==> src/hdl/hbsd_pkg.sv <==
package hbsd_pkg;
    // Status code order: {shutdown_n, fault_code_bit1_n, fault_code_bit0_n}
    localparam logic [2:0] HBSD_CODE_ILLEGAL = 3'h0;
    localparam logic [2:0] HBSD_CODE_SHORT   = 3'h1;
    localparam logic [2:0] HBSD_CODE_OVERTMP = 3'h2;
    localparam logic [2:0] HBSD_CODE_LOWREG  = 3'h3;
    localparam logic [2:0] HBSD_CODE_WARN    = 3'h6;
    localparam logic [2:0] HBSD_CODE_NORMAL  = 3'h7;

    // Loss-of-toggle timeout on the PWM inputs
    localparam int HBSD_CLK_HZ          = 25_000_000;
    localparam int HBSD_TOGGLE_TMO_US   = 100;
    localparam int HBSD_TOGGLE_TMO_CYC  = HBSD_TOGGLE_TMO_US * (HBSD_CLK_HZ / 1_000_000);
    localparam int HBSD_SYNC_STAGES     = 3;

    typedef enum logic [1:0] {
        HBSD_MODE_POWERDOWN,
        HBSD_MODE_RESET,
        HBSD_MODE_RUN
    } hbsd_mode_t;

    typedef struct packed {
        logic plus_in;
        logic minus_in;
    } hbsd_pair_t;

    typedef struct packed {
        logic drive;
        logic oe;
    } hbsd_bridge_t;

    typedef struct packed {
        logic over_current;
        logic over_temp;
        logic low_reg;
        logic temp_warn;
    } hbsd_sense_t;
endpackage

==> src/hdl/hbsd_hbridge_state_decoder.sv <==
`timescale 1ns/100ps
// Summary of operation
// - Power-down low: outputs Hi-Z, shutdown indicator high.
// - Reset low: ignore PWM, outputs low, indicator high.
// - Reset low clears every stored fault.
// - Shutdown indicator high normally, low on fault.
// - Latched shutdown holds until reset asserted.
// - Plus high minus low gives 1, reverse 0.
// - Equal plus and minus: illegal, output 0.
// - Shut down on four fault kinds.
// - Fault: disabled outputs, shutdown indicator low.
// - Low regulator, overtemp, illegal faults drive 0.
// - Over-current fault places outputs Hi-Z.
// - Positive terminal from A, negative from B.
// - Lost PWM toggling counts as illegal input.
// - Only over-current latches; others self-clear.
// - Three-bit status code on indicator pins.
// - Power-down releases all indicator pins high.
module hbsd_hbridge_state_decoder
    import hbsd_pkg::*;
#(
    parameter int TOGGLE_TMO_CYC = HBSD_TOGGLE_TMO_CYC,
    parameter int CNT_W          = 16
) (
    input  wire logic        clk_i,
    input  wire logic        rst_i,
    input  wire logic        power_down_n_i,
    input  wire logic        reset_n_i,
    input  wire hbsd_pair_t  side_a_i,
    input  wire hbsd_pair_t  side_b_i,
    input  wire hbsd_sense_t sense_i,
    output hbsd_bridge_t     bridge_pos_out_o,
    output hbsd_bridge_t     bridge_neg_out_o,
    output logic             shutdown_n_o,
    output logic             shutdown_n_oe_o,
    output logic             fault_code_bit1_n_o,
    output logic             fault_code_bit1_n_oe_o,
    output logic             fault_code_bit0_n_o,
    output logic             fault_code_bit0_n_oe_o
);

    initial begin
        if (TOGGLE_TMO_CYC < 2 || TOGGLE_TMO_CYC >= (1 << CNT_W))
            $error("TOGGLE_TMO_CYC does not fit CNT_W");
    end

    localparam int NIN = 6 + 4;

    typedef struct packed {
        logic [NIN-1:0] s1;
        logic [NIN-1:0] s2;
        logic [NIN-1:0] s3;
        logic [NIN-1:0] in_q;
        logic [CNT_W-1:0] tmo_a;
        logic [CNT_W-1:0] tmo_b;
        logic           oc_latch;
        hbsd_bridge_t   pos;
        hbsd_bridge_t   neg;
        logic [2:0]     code;
        logic           ind_oe;
    } hbsd_state_t;

    hbsd_state_t st;
    hbsd_state_t next_st;

    function automatic logic pair_illegal(input hbsd_pair_t p);
        return p.plus_in == p.minus_in;
    endfunction

    function automatic logic [CNT_W-1:0] tmo_step(input logic [CNT_W-1:0] c,
                                                  input logic toggled);
        if (toggled)
            return '0;
        else if (c < CNT_W'(TOGGLE_TMO_CYC))
            return c + CNT_W'(1);
        else
            return c;
    endfunction

    logic [NIN-1:0] raw;
    hbsd_pair_t     pa;
    hbsd_pair_t     pb;
    logic           pwr_n;
    logic           rst_n;
    hbsd_sense_t    sn;
    logic           illegal;
    logic           lost_a;
    logic           lost_b;
    hbsd_mode_t     mode;

    assign raw = {power_down_n_i, reset_n_i, side_a_i, side_b_i, sense_i};

    always_comb begin
        next_st = st;
        // Three-stage sampling; accept change once stages two and three agree
        next_st.s1 = raw;
        next_st.s2 = st.s1;
        next_st.s3 = st.s2;
        for (int i = 0; i < NIN; i++) begin
            if (st.s2[i] == st.s3[i])
                next_st.in_q[i] = st.s3[i];
        end
        {pwr_n, rst_n, pa, pb, sn} = st.in_q;

        if (!pwr_n)
            mode = HBSD_MODE_POWERDOWN;
        else if (!rst_n)
            mode = HBSD_MODE_RESET;
        else
            mode = HBSD_MODE_RUN;

        // Loss-of-toggle watchdog per side
        next_st.tmo_a = tmo_step(st.tmo_a, next_st.in_q[7] != st.in_q[7]);
        next_st.tmo_b = tmo_step(st.tmo_b, next_st.in_q[5] != st.in_q[5]);
        if (mode != HBSD_MODE_RUN) begin
            next_st.tmo_a = '0;
            next_st.tmo_b = '0;
        end
        lost_a  = st.tmo_a >= CNT_W'(TOGGLE_TMO_CYC);
        lost_b  = st.tmo_b >= CNT_W'(TOGGLE_TMO_CYC);
        illegal = pair_illegal(pa) || pair_illegal(pb) || lost_a || lost_b;

        // Over-current latch, cleared only by reset
        if (mode == HBSD_MODE_RESET)
            next_st.oc_latch = 1'b0;
        else if (mode == HBSD_MODE_RUN && sn.over_current)
            next_st.oc_latch = 1'b1;

        next_st.ind_oe = 1'b1;
        unique case (mode)
            HBSD_MODE_POWERDOWN: begin
                next_st.pos    = '{drive: 1'b0, oe: 1'b0};
                next_st.neg    = '{drive: 1'b0, oe: 1'b0};
                next_st.code   = HBSD_CODE_NORMAL;
                next_st.ind_oe = 1'b0;
            end
            HBSD_MODE_RESET: begin
                next_st.pos  = '{drive: 1'b0, oe: 1'b1};
                next_st.neg  = '{drive: 1'b0, oe: 1'b1};
                next_st.code = HBSD_CODE_NORMAL;
            end
            HBSD_MODE_RUN: begin
                // Positive from side A, negative from side B
                next_st.pos  = '{drive: pa.plus_in && !pa.minus_in, oe: 1'b1};
                next_st.neg  = '{drive: pb.plus_in && !pb.minus_in, oe: 1'b1};
                next_st.code = sn.temp_warn ? HBSD_CODE_WARN : HBSD_CODE_NORMAL;
                // Fault priority; over-current first since it latches
                if (sn.over_current || st.oc_latch) begin
                    next_st.pos  = '{drive: 1'b0, oe: 1'b0};
                    next_st.neg  = '{drive: 1'b0, oe: 1'b0};
                    next_st.code = HBSD_CODE_SHORT;
                end else if (sn.low_reg || sn.over_temp || illegal) begin
                    next_st.pos = '{drive: 1'b0, oe: 1'b1};
                    next_st.neg = '{drive: 1'b0, oe: 1'b1};
                    if (sn.low_reg)
                        next_st.code = HBSD_CODE_LOWREG;
                    else if (sn.over_temp)
                        next_st.code = HBSD_CODE_OVERTMP;
                    else
                        next_st.code = HBSD_CODE_ILLEGAL;
                end
            end
        endcase
    end

    always_ff @(posedge clk_i or posedge rst_i) begin
        if (rst_i) begin
            st        <= '0;
            st.code   <= HBSD_CODE_NORMAL;
        end else begin
            st <= next_st;
        end
    end

    assign bridge_pos_out_o       = st.pos;
    assign bridge_neg_out_o       = st.neg;
    // Open-drain indicators: drive only a low; high comes from the pull-up
    assign shutdown_n_o           = 1'b0;
    assign fault_code_bit1_n_o    = 1'b0;
    assign fault_code_bit0_n_o    = 1'b0;
    assign shutdown_n_oe_o        = st.ind_oe && !st.code[2];
    assign fault_code_bit1_n_oe_o = st.ind_oe && !st.code[1];
    assign fault_code_bit0_n_oe_o = st.ind_oe && !st.code[0];

endmodule

==> config.mk <==
export PLATFORM = sky130hd
export DESIGN_NAME = hbsd_hbridge_state_decoder
export DESIGN_NICKNAME = d
export VERILOG_FILES = /design/src/hdl/hbsd_pkg.sv /design/src/hdl/hbsd_hbridge_state_decoder.sv
export SDC_FILE = /design/constraint.sdc
export NUM_CORES = 1
export LEC_CHECK = 0
export ABC_CLOCK_PERIOD_IN_PS = 2300
export BUFFER_PORTS_ARGS = -buffer_cell sky130_fd_sc_hd__buf_4
export CAP_MARGIN = 15
export CORE_UTILIZATION = 53
export CTS_CLUSTER_DIAMETER = 60
export DETAILED_ROUTE_END_ITERATION = 8
export PLACE_DENSITY = 0.83
export RECOVER_POWER = 100
export SLEW_MARGIN = 10
export SYNTH_ARGS = -nofsm -noshare
export SYNTH_HDL_FRONTEND = slang
export SYNTH_SLANG_ARGS = --single-unit
==> constraint.sdc <==
create_clock -name clk_i -period 2.3 [get_ports clk_i]
set_input_delay 0.23 -clock clk_i [delete_from_list [all_inputs] [get_ports clk_i]]
set_output_delay 0.23 -clock clk_i [all_outputs]
set_load 0.005 [all_outputs]
After elaboration in Yosys (flattened, before gate mapping)
Cells that the tools add are included.
{"block": "totals", "regBits": 81, "output_inout_bits": 10, "mem_count": 0, "mem_bits_rw": 0, "rom_bits": 0, "latch_bits": 0, "word_cells": 83}
{"block": "op_classes", "n_eq_ne": 17, "div_mod_pow": 0, "bitwise_logic": 0, "n_mux": 18, "magnitude_cmp": 4, "reduce_logical": 21, "n_addsub": 2, "n_mul": 0, "shifts": 0}
{"cell": "$mux W16", "count": 4}
{"cell": "$add A16 B1 Y16 const B", "count": 2}
{"cell": "$ge A16 B12 Y1 const B", "count": 2}
{"cell": "$lt A16 B12 Y1 const B", "count": 2}
{"cell": "$mux W32", "count": 1}
{"cell": "$pmux W7 S3", "count": 1}
{"cell": "$mux W7", "count": 2}
{"cell": "$eq A1 B1 Y1", "count": 12}
{"cell": "$mux W2", "count": 4}
{"cell": "$logic_and A1 B1 Y1", "count": 6}
{"cell": "$logic_or A1 B1 Y1", "count": 6}
{"cell": "$mux W1", "count": 6}
{"cell": "$reduce_bool A3 Y1", "count": 2}
{"cell": "$logic_not A1 Y1", "count": 5}
{"cell": "$eq A2 B1 Y1 const B", "count": 1}
{"cell": "$eq A2 B2 Y1 const B", "count": 1}
{"cell": "$logic_not A2 Y1", "count": 1}
{"cell": "$ne A1 B1 Y1", "count": 2}
{"cell": "$ne A2 B2 Y1 const B", "count": 1}
{"cell": "$reduce_bool A2 Y1", "count": 1}

Longest topological paths before layout
Gate-level depths: netlist (run 1).
{"block": "logic_depth", "ltp_word": 8, "depth_mapped": 6, "depth_no_buf": 6}

Worst setup path before layout (run 1)
OpenSTA, ideal clock, no wires.
{"block": "synth_timing", "kind": "reg2reg", "from": "reg st[56] (netlist bit)", "to": "reg st[16] (netlist bit)", "stages_incl_launch_ff": 6, "n_path_buf": 1, "setup_time_ps": 67, "path_slack_ps": 632, "t_arrival_ps": 1601, "period_less_slack_ps": 1668, "path_cell_list": "dfrtp_1 > and3b_1 > or3_4 > buf_6 > or4_1 > nand2_1"}
{"block": "synth_via", "elab_chain_len": 5, "word_cells_on_any_way": 6, "cone_classes": "2 x eq/ne; 3 x mux; 1 x reduce/logical"}
{"item": "from (decl)", "line": "hbsd_hbridge_state_decoder.sv:63", "rtl": "hbsd_state_t st;"}
{"item": "from (signal assigned)", "line": "hbsd_hbridge_state_decoder.sv:171", "rtl": "st <= next_st;"}
{"item": "$eq A1 B1 Y1", "line": "hbsd_hbridge_state_decoder.sv:100", "rtl": "if (st.s2[i] == st.s3[i])"}
{"item": "$mux W1 *", "line": "hbsd_hbridge_state_decoder.sv:100"}
{"item": "$ne A1 B1 Y1 *", "line": "hbsd_hbridge_state_decoder.sv:114", "rtl": "next_st.tmo_b = tmo_step(st.tmo_b, next_st.in_q[5] != st.in_q[5]);"}
{"item": "$mux W16", "line": "hbsd_hbridge_state_decoder.sv:72", "rtl": "if (toggled)"}
{"item": "$mux W32", "line": "hbsd_hbridge_state_decoder.sv:115", "rtl": "if (mode != HBSD_MODE_RUN) begin"}
Mark *: on every way between the ends. The rest lies on a longest branch, timed or not.
A chain may end at the register's enable or synchronous reset.

Worst setup path after layout (run 1)
{"block": "layout_timing", "from": "reg st (netlist bit pwr_n)", "to": "reg st[16] (netlist bit)"}
{"block": "layout_via", "elab_chain_len": 3, "word_cells_on_any_way": 4, "cone_classes": "1 x eq/ne; 2 x mux; 1 x reduce/logical"}
{"item": "$mux W2 *", "line": "hbsd_hbridge_state_decoder.sv:105", "rtl": "if (!pwr_n)"}
{"item": "$ne A2 B2 Y1 *", "line": "hbsd_hbridge_state_decoder.sv:115"}
{"item": "$reduce_bool A3 Y1 (no line) / $mux W32 (equally long branches)"}
Marks and branches as above.

==> key figures, run 1 <==
CTS
  • H-tree depth: 3
  • CTS root buf: clkbuf_8
  • Post-CTS sizing: 0
  • CTS tree: built
  • Clock Pin Slew Worst Setup and Hold Paths: approximately 0.080 ns
  • Worst-skew pair later-pin latency: approximately 0.35 ns
  • Post-CTS setup buffers: 0
  • Clock Tree Buf Depth: 2
  • CTS Buf Count: 9
  • Clock Sinks: 80

Timing
  • Relative max-transition margin: between 20% and 30%
  • Fmax: 505 MHz
  • Hold violation total from the final report: 0
  • Worst-Margin Slew: 1.17 ns
  • Setup_tns: 0 ns
  • Final hold slack: approximately 0.19 ns
  • RSZ-0062 raised after global routing: false
  • Post-layout min period: 1.98 ns
  • Pins Over Slew Limit: 0
  • Final period util: 86.0%
  • Final setup vio count: 0
  • Setup Skew: 0.0149 ns

Worst setup path
  • Crit end category: flip-flop
  • Slowest cell on the critical path: or3_1
  • CP max stage delay: roughly 0.6 ns
  • CP Data Required Time: 2.60 ns
  • FF-to-FF Start: pwr_n$_DFFE_PP0N_
  • R2R depth: 4
  • Cell mode on critical path: nand2_1
  • Worst Path Buf+Inv: 0
  • CP startpoint: pwr_n$_DFFE_PP0N_
  • Worst path arrival time: between 2 and 2.5 ns
  • Worst path depth: 4
  • Crit path kind: flip-flop to flip-flop
  • Startpoint Class: flip-flop
  • Critical-path cell list: nand2_1 > or3_1 > or4_1 > nand2_1
  • Crit-path max FO: 11
  • Crit path max-delay family: simple AND/OR/NAND/NOR gates

Drt
  • Vias per Instance: 5.63
  • WL per Instance: between 10 and 15 um
  • Routed wire length: 5450 um
  • Via count: between 2000 and 2500
  • DR iter-0 viols: 130
  • Drt drc: 0
  • Antenna-violating nets left: 0
  • First drt pass iteration count: 4

GRT
  • First-pass GRT wire length: 9670 um
  • Largest net degree at the start of global routing: 36
  • Grt ovf: 0
  • Tot GR Track Use: 20.5%
  • Number of global-route vias before repair: 2087
  • Initial antenna violation count: 0

Synth
  • Mapped Cells: 256
  • Post-synth top area cell: dfrtp_1
  • Synth top area share: between 60% and 70%
  • Commonest cells post-synth: dfrtp_1, a21oi_1, inv_1
  • Synth area leaders: dfrtp_1, maj3_1, dfstp_2
  • Register area share after synthesis: 63.1%
  • Post-synth EDFFs: 0
  • Synth Area per Inst: 12.4 um^2
  • Count of different cell masters after synthesis: between 40 and 50
  • #FFs+latches synth: 80
  • Most common cell in the synthesized netlist: dfrtp_1
  • Synth Flop Type: dfrtp_1
  • Synthesis Warnings: 0
  • Async SR Flop Fraction: 100%
  • Synth Cell Area: 3180 um^2

Power
  • Power Density: 743 nW/um^2
  • Total Power: 0.00269 W
  • Leak: 1.54 nW
  • VDD IR max: 613 uV

Cells and area
  • Fillers: 426
  • Final Util: 64.3%
  • Register area: roughly 2000 um^2
  • Multi-input logic area: 1030 um^2
  • Layout cells sized above 1: 14.6%
  • # nets final: 308
  • P&R area growth vs syn: 14.0%
  • N_diodes: 0

Run status
  • Run status: finished, final reports clean

Place
  • GPL Wtd Cong: 0.823
  • Final HPWL DP: 3720 um
  • Port Buffers: 18

Die
  • Row count: 27
  • Core area: 5640 um^2
  • I/O pin cnt: 22
  • Die height: 79.5 um
  • Chip width: about 79 um
  • Initial core utilization: a little under three fifths
  • Die area: 6310 um^2

Hold path
  • Class of the worst hold path: input pin to async pin

Job
  • Max Cap Viol: 0
## layout by cell type (no fill, tap or decap), types with 3 or more instances in the layout
cell type / n
clkbuf_8: 10
dlygate4sd3_1: 10
clkbuf_4: 18
a21oi_1: 15
and4_1: 4
and2_0: 8
o211ai_1: 4
dfstp_2: 3
nand4_1: 7
o31ai_1: 3
o21ai_0: 11
nand2_1: 12
nand3_1: 5
or4_1: 6
nor2_1: 10
inv_1: 14
ha_1: 6
maj3_1: 10
nor2b_1: 3
and2_1: 3
dfrtp_1: 77
or3_1: 12
conb_1: 3
clkbuf_1: 3
nor4_1: 3
o21a_1: 4
nor3_1: 5
## cell families after synthesis
kind of cell,count (synthesis),share of synthesized area [%]
and+or+nand+nor,87,17.4
muxes,2,0.630
other,1,0.118
buffers and inverters,24,4.05
adders and majority gates,16,5.51
xor gates and xnor gates,3,0.827
DFF,80,63.1
AOI/OAI and AO/OA,43,8.42
## layer usage
layer  up-vias  global-route usage [%]  share of wire [%]
li1        967                       -                  -
met1      1041                    26.0                 43
met2        48                    32.8                 51
met3        11                    4.69                3.1
met4         0                    10.9                2.5
met5         -                       0                  0
## final cells by class
cell class              instances  share of cell area (%)
inverters                      14                    1.45
flip-flops and latches         80                    55.3
well taps                      72                    2.48
clock inverters                 5                    1.55
repair buffers                 31                    6.83
clock buffers                  11                    3.90
multi-input cells             154                    28.5
## sequential cells by signal, summed over array words and instances (netlist names)
| register | flops |
|---|---|
| bridge_pos_out_o | 1 |
| pb | 2 |
| st | 47 |
| next_st | 20 |
| pwr_n | 1 |
| pa | 2 |
| sn | 4 |
| rst_n | 1 |
| bridge_neg_out_o | 2 |
## power breakdown
group	internal, W	total, W	switching [W]	leakage [nW]
combinational	0.0000723	0.000161	0.0000892	0.437
sequential	0.00147	0.00151	0.0000390	1.01
clock	0.000529	0.00102	0.000493	0.0993
total	0.00207	0.00269	0.000621	1.54
## per-stage QoR
step,setup slack [ns],cell area [um^2],std cells
after global placement,0.484,3370,341
after floorplan,0.0232,3190,258
final,0.322,3630,367
after global routing,0.154,3630,367
after CTS,0.412,3670,367
after detailed placement,0.418,3370,341
## path summary, 6_finish.rpt
path                                          to  slack [ns]
max                           st[16]$_DFFE_PP0P_        0.32
min                        next_st[60]$_DFF_PP0_        0.19
max reg2reg                   st[16]$_DFFE_PP0P_        0.32
min reg2reg                next_st[51]$_DFF_PP0_        0.35
max in group asynchronous      sn[0]$_DFFE_PP0N_        0.69
min in group clk_i         next_st[51]$_DFF_PP0_        0.35
## timing repair
item | CTS | global route
hold buffers | 10 | 0
hold endpoints to repair | 10 | 0
endpoints found under the setup margin | 0 | 0
(Power assumes the default switching activity.)
==> run 2, diff against run 1 <==
Settings changed: BUFFER_PORTS_ARGS -buffer_cell sky130_fd_sc_hd__buf_4 to -buffer_cell sky130_fd_sc_hd__buf_2.
==> run 2 against run 1 <==
Register-to-register slack barely moved. Via count shrank 3.6%. Critical path type unchanged. Critical endpoint unchanged. Worst setup slack gained 0.010 ns. Die area unchanged. Largest cell class unchanged.
==> key figures, run 2 (same netlist as run 1, synthesis figures left out) <==
Die
  • Core area: 5640 um^2 (unchanged)
  • I/O pin cnt: 22 (unchanged)
  • Initial core utilization: 56.4% (unchanged)
  • Chip width: 79.5 um (unchanged)
  • Row count: 27 (unchanged)
  • Die area: 6310 um^2 (unchanged)
  • Die height: 79.5 um (unchanged)

Cells and area
  • Register area: 2010 um^2 (unchanged)
  • # nets final: 309 (was 308)
  • P&R area growth vs syn: 13.9% (was 14.0%)
  • Number of flip-flops in the largest register: 47 (unchanged)
  • Layout cells sized above 1: 13.5% (was 14.6%)
  • Fillers: 396 (was 426)
  • Commonest cells after routing, fill and taps aside: dfrtp_1, a21oi_1, buf_2 (was dfrtp_1, clkbuf_4, a21oi_1)
  • Multi-input logic area: 1030 um^2 (about the same)
  • Most common cell after layout, fill and taps aside: dfrtp_1 (unchanged)
  • Largest register by flop count: st (unchanged)
  • N_diodes: 0 (unchanged)

GRT
  • Initial antenna violation count: 0 (unchanged)
  • Global routing usage on met3: 4.00% (was 4.69%)
  • Tot GR Track Use: 18.9% (was 20.5%)
  • Number of global-route vias before repair: 2029 (was 2087)
  • Routing usage on met2: 30.2% (was 32.8%)
  • Grt ovf: 0 (unchanged)
  • Global Route met1 Usage: 24.0% (was 26.0%)
  • GR peak layer: met2 (unchanged)
  • Largest net degree at the start of global routing: 38 (was 36)
  • First-pass GRT wire length: 8890 um (was 9670 um)

Worst setup path
  • Worst path arrival time: 2.25 ns (was 2.28 ns)
  • Slowest cell on the critical path: or3_1 (unchanged)
  • Worst R2R End: st[16]$_DFFE_PP0P_ (unchanged)
  • CP startpoint: pwr_n$_DFFE_PP0N_ (unchanged)
  • CP endpoint: st[16]$_DFFE_PP0P_ (unchanged)
  • Crit-path max FO: 11 (unchanged)
  • Worst path depth: 4 (unchanged)
  • FF-to-FF Start: pwr_n$_DFFE_PP0N_ (unchanged)
  • Cell mode on critical path: nand2_1 (unchanged)
  • Worst Path Buf+Inv: 0 (unchanged)
  • CP Data Required Time: 2.58 ns (was 2.60 ns)
  • Crit path kind: flip-flop to flip-flop (unchanged)
  • Critical-path cell list: nand2_1 > or3_1 > or4_1 > nand2_1 (unchanged)
  • R2R Setup Slk: 0.33 ns (was 0.32 ns)
  • R2R depth: 4 (unchanged)
  • Startpoint Class: flip-flop (unchanged)
  • Crit path max-delay family: simple AND/OR/NAND/NOR gates (unchanged)
  • Crit end category: flip-flop (unchanged)
  • CP max stage delay: 0.58 ns (was 0.60 ns)

Drt
  • DR iter-0 viols: 111 (was 130)
  • Vias per Instance: 5.41 (was 5.63)
  • Drt drc: 0 (unchanged)
  • Via count: 1992 (was 2067)
  • WL per Instance: 13.8 um (was 14.9 um)
  • Routed wire length: 5070 um (was 5450 um)
  • Antenna-violating nets left: 0 (unchanged)
  • First drt pass iteration count: 4 (unchanged)

Timing
  • Setup Skew: 0.00652 ns (was 0.0149 ns)
  • Pins Over Slew Limit: 0 (unchanged)
  • Post-layout min period: 1.97 ns (was 1.98 ns)
  • Relative max-transition margin: 36.8% (was 21.9%)
  • Final hold slack: 0.350 ns (was 0.191 ns)
  • RSZ-0062 raised after global routing: false (unchanged)
  • Final period util: 85.6% (was 86.0%)
  • Fmax: 508 MHz (was 505 MHz)
  • Hold violation total from the final report: 0 (unchanged)
  • Worst-Margin Slew: 0.947 ns (was 1.17 ns)
  • Final setup vio count: 0 (unchanged)
  • Setup_tns: 0 ns (unchanged)

CTS
  • Post-CTS setup buffers: 0 (unchanged)
  • CTS Buf Count: 9 (unchanged)
  • Clock Sinks: 80 (unchanged)
  • CTS root buf: clkbuf_8 (unchanged)
  • Clock Tree Buf Depth: 2 (unchanged)
  • H-tree depth: 3 (unchanged)
  • Post-CTS sizing: 0 (unchanged)
  • Worst-skew pair later-pin latency: 0.34 ns (was 0.35 ns)
  • Clock Pin Slew Worst Setup and Hold Paths: 0.08 ns (about the same)
  • CTS tree: built (unchanged)

Power
  • Total Power: 0.00278 W (was 0.00269 W)
  • Leak: 1.54 nW (about the same)
  • Power Density: 768 nW/um^2 (was 743 nW/um^2)
  • VDD IR max: 502 uV (was 613 uV)

Run status
  • Run status: finished, final reports clean (unchanged)

Place
  • Port Buffers: 18 (unchanged)
  • Final HPWL DP: 3410 um (was 3720 um)
  • GPL Wtd Cong: 0.831 (was 0.823)

Hold path
  • Class of the worst hold path: flip-flop to flip-flop (was input pin to async pin)

Job
  • Max Cap Viol: 0 (unchanged)
run 2: power breakdown:
| group | total, W | switching [W] | internal [W] | leakage, nW |
|---|---|---|---|---|
| registers | 0.00151 | 0.0000390 | 0.00147 | 1.01 |
| clock network | 0.00112 | 0.000479 | 0.000639 | 0.106 |
| logic | 0.000155 | 0.0000865 | 0.0000680 | 0.426 |
run 2: repair_timing:
item                                    in CTS  in global routing
endpoints found under the hold margin       33                  0
endpoints found under the setup margin       0                  0
hold buffers                                11                  0
run 2: stage by stage:
stage                     std cells  instance area (um^2)  setup slack [ns]  utilization (%)
after floorplan                 258                  3190            0.0232                -
after global placement          341                  3330             0.503             58.9
after detailed placement        341                  3330             0.457             58.9
after CTS                       368                  3660             0.454             64.8
after global routing            368                  3620             0.199             64.2
final                           368                  3620             0.332             64.2
run 2: layout make-up:
cell class | count | area share, %
clock buffers | 11 | 3.90
clock inverters | 5 | 2.21
inverters | 14 | 1.45
multi-input cells | 154 | 28.4
flip-flops and latches | 80 | 55.4
well taps | 72 | 2.49
repair buffers | 32 | 6.22
run 2: worst min path at each step:
stage,start,end,slack [ns],cells after the start
6_report,next_st[61]$_DFF_PP0_,next_st[51]$_DFF_PP0_,0.35,0
4_1_cts,next_st[61]$_DFF_PP0_,next_st[51]$_DFF_PP0_,0.35,0
5_1_grt,next_st[68]$_DFF_PP0_,next_st[58]$_DFF_PP0_,0.36,0
3_5_place_dp,rst_i,next_st[54]$_DFF_PP0_,0.30,2
3_3_place_gp,rst_i,next_st[70]$_DFF_PP0_,0.30,2
2_1_floorplan,sense_i[0],next_st[61]$_DFF_PP0_,0.26,0
run 2: worst register-to-register path: stages, from the launching register on:
cell     delay, ns
dfrtp_1       0.48
nand2_1       0.21
or3_1         0.58
or4_1         0.56
nand2_1       0.08
run 2: per-layer routing:
| metal | share of wire, % | vias to the layer above |
|---|---|---|
| met4 | 2.3 | 0 |
| met3 | 2.6 | 11 |
| li1 | - | 973 |
| met5 | 0 | - |
| met2 | 48 | 38 |
| met1 | 47 | 970 |
==> run 3, diff against run 2 <==
Settings changed: ABC_CLOCK_PERIOD_IN_PS 2300 to 2080, CORE_UTILIZATION 53 to 55.
Clock period 2.3 ns to 2.08 ns, I/O delays scaled along.
==> run 3 against run 2 <==
Global-route usage increased by 1.2 points. Critical path type unchanged. Critical path depth unchanged. Cell area decreased by 0.76%. Highest routed layer unchanged.
==> key figures, run 3 (same netlist as run 1, synthesis figures left out) <==
Cells and area
  • Commonest cells after routing, fill and taps aside: dfrtp_1, a21oi_1, inv_1 (was dfrtp_1, a21oi_1, buf_2)
  • Largest register by flop count: st (unchanged)
  • Layout cells sized above 1: 12.2% (was 13.5%)
  • Fillers: 408 (was 396)
  • P&R area growth vs syn: 13.1% (was 13.9%)
  • # nets final: 308 (was 309)
  • Most common cell after layout, fill and taps aside: dfrtp_1 (unchanged)
  • N_diodes: 0 (unchanged)
  • Number of flip-flops in the largest register: 47 (unchanged)
  • Final Util: 64.9% (was 64.2%)

GRT
  • First-pass GRT wire length: 9010 um (was 8890 um)
  • Global routing usage on met3: 5.47% (was 4.00%)
  • Largest net degree at the start of global routing: 64 (was 38)
  • Tot GR Track Use: 20.1% (was 18.9%)
  • Global Route met1 Usage: 26.9% (was 24.0%)
  • Initial antenna violation count: 0 (unchanged)
  • Grt ovf: 0 (unchanged)
  • Routing usage on met2: 30.4% (was 30.2%)
  • GR peak layer: met2 (unchanged)
  • Number of global-route vias before repair: 1944 (was 2029)

CTS
  • CTS Buf Count: 9 (unchanged)
  • CTS tree: built (unchanged)
  • Post-CTS setup buffers: 0 (unchanged)
  • CTS root buf: clkbuf_8 (unchanged)
  • Worst-skew pair later-pin latency: 0.35 ns (was 0.34 ns)
  • Clock Sinks: 80 (unchanged)
  • Post-CTS sizing: 0 (unchanged)
  • H-tree depth: 3 (unchanged)
  • Clock Pin Slew Worst Setup and Hold Paths: 0.08 ns (about the same)
  • Clock Tree Buf Depth: 2 (unchanged)
  • Hold_buf cts: 11 (unchanged)

Die
  • Die height: 78.0 um (was 79.5 um)
  • Chip width: 78.0 um (was 79.5 um)
  • I/O pin cnt: 22 (unchanged)
  • Row count: 27 (unchanged)
  • Initial core utilization: 57.4% (was 56.4%)
  • Die area: 6090 um^2 (was 6310 um^2)
  • Core area: 5540 um^2 (was 5640 um^2)

Timing
  • Setup_tns: 0 ns (unchanged)
  • Final period util: 90.7% (was 85.6%)
  • Pins Over Slew Limit: 0 (unchanged)
  • Fmax: 530 MHz (was 508 MHz)
  • Setup Skew: 0.0118 ns (was 0.00652 ns)
  • Hold violation total from the final report: 0 (unchanged)
  • Worst-Margin Slew: 0.843 ns (was 0.947 ns)
  • Relative max-transition margin: 43.5% (was 36.8%)
  • Post-layout min period: 1.89 ns (was 1.97 ns)
  • Final setup vio count: 0 (unchanged)
  • RSZ-0062 raised after global routing: false (unchanged)

Drt
  • First drt pass iteration count: 4 (unchanged)
  • WL per Instance: 14.3 um (was 13.8 um)
  • Via count: 2010 (was 1992)
  • Drt drc: 0 (unchanged)
  • Vias per Instance: 5.49 (was 5.41)
  • Routed wire length: 5230 um (was 5070 um)
  • DR iter-0 viols: 129 (was 111)
  • Antenna-violating nets left: 0 (unchanged)

Power
  • VDD IR max: 813 uV (was 502 uV)
  • Leak: 1.51 nW (was 1.54 nW)
  • Power Density: 818 nW/um^2 (was 768 nW/um^2)

Place
  • Port Buffers: 18 (unchanged)
  • Final HPWL DP: 3400 um (was 3410 um)
  • GPL Wtd Cong: 0.811 (was 0.831)

Worst setup path
  • Crit path kind: flip-flop to flip-flop (unchanged)
  • Worst path arrival time: 2.17 ns (was 2.25 ns)
  • Crit-path max FO: 11 (unchanged)
  • Startpoint Class: flip-flop (unchanged)
  • CP Data Required Time: 2.37 ns (was 2.58 ns)
  • Crit end category: flip-flop (unchanged)

Hold path
  • Class of the worst hold path: flip-flop to flip-flop (unchanged)

Job
  • Max Cap Viol: 0 (unchanged)

Run status
  • Run status: finished, final reports clean (unchanged)
==> run 3: cell count changes in the layout (fill, tap and decap cells not counted), sizes merged <==
cell,before,now
buf,16,11
bufinv,2,1
clkbuf,16,21
inv,14,13
==> run 3: worst paths after layout <==
path | to | startpoint | slack [ns] | depth (start not counted)
setup / recovery | st[16]$_DFFE_PP0P_ | pwr_n$_DFFE_PP0N_ | 0.19 | 4
hold / removal | next_st[51]$_DFF_PP0_ | next_st[61]$_DFF_PP0_ | 0.35 | 0
setup reg to reg | st[16]$_DFFE_PP0P_ | pwr_n$_DFFE_PP0N_ | 0.19 | 4
hold reg to reg | next_st[51]$_DFF_PP0_ | next_st[61]$_DFF_PP0_ | 0.35 | 0
max in group asynchronous | st[2]$_DFF_PP1_ | rst_i | 0.77 | 4
min in group asynchronous | st[18]$_DFFE_PP0P_ | rst_i | 0.52 | 3
==> run 3: layout make-up <==
type | instances | area, um^2 | area share, %
Clock buffer | 12 | 145 | 4.04
Tap cell | 72 | 90.1 | 2.51
Timing Repair Buffer | 31 | 214 | 5.95
Sequential cell | 80 | 2010 | 55.8
Clock inverter | 3 | 42.5 | 1.18
Inverter | 14 | 53.8 | 1.50
Multi-Input combinational cell | 154 | 1040 | 29.0
==> run 3: power breakdown <==
group	switching (W)	total [W]	internal [W]
clock	0.000516	0.00110	0.000580
combinational	0.0000987	0.000173	0.0000743
sequential	0.0000435	0.00167	0.00163
==> run 3: routing by layer <==
| layer | wire (um) | vias to the layer above | share of wire (%) |
|---|---|---|---|
| met5 | 0 | - | 0 |
| met4 | 79 | 0 | 1.5 |
| met3 | 171 | 6 | 3.3 |
| met2 | 2520 | 40 | 48 |
| met1 | 2460 | 999 | 47 |
| li1 | - | 965 | - |
==> run 3: critical path, cell delays in order (launching register included) <==
cell,delay [ns]
dfrtp_1,0.46
nand2_1,0.20
or3_4,0.50
or4_1,0.56
nand2_1,0.11
==> run 3: through the flow <==
step	cells	instance area (um^2)	power (W)	hold WS (ns)	setup WS [ns]
2_1_floorplan	258	3190	0.00181	0.239	0.412
3_3_place_gp	340	3320	0.00185	0.230	0.311
3_5_place_dp	340	3320	0.00187	0.233	0.262
4_1_cts	366	3620	0.00297	0.348	0.224
5_1_grt	366	3590	0.00305	0.356	0.0557
6_report	366	3590	0.00294	0.347	0.194
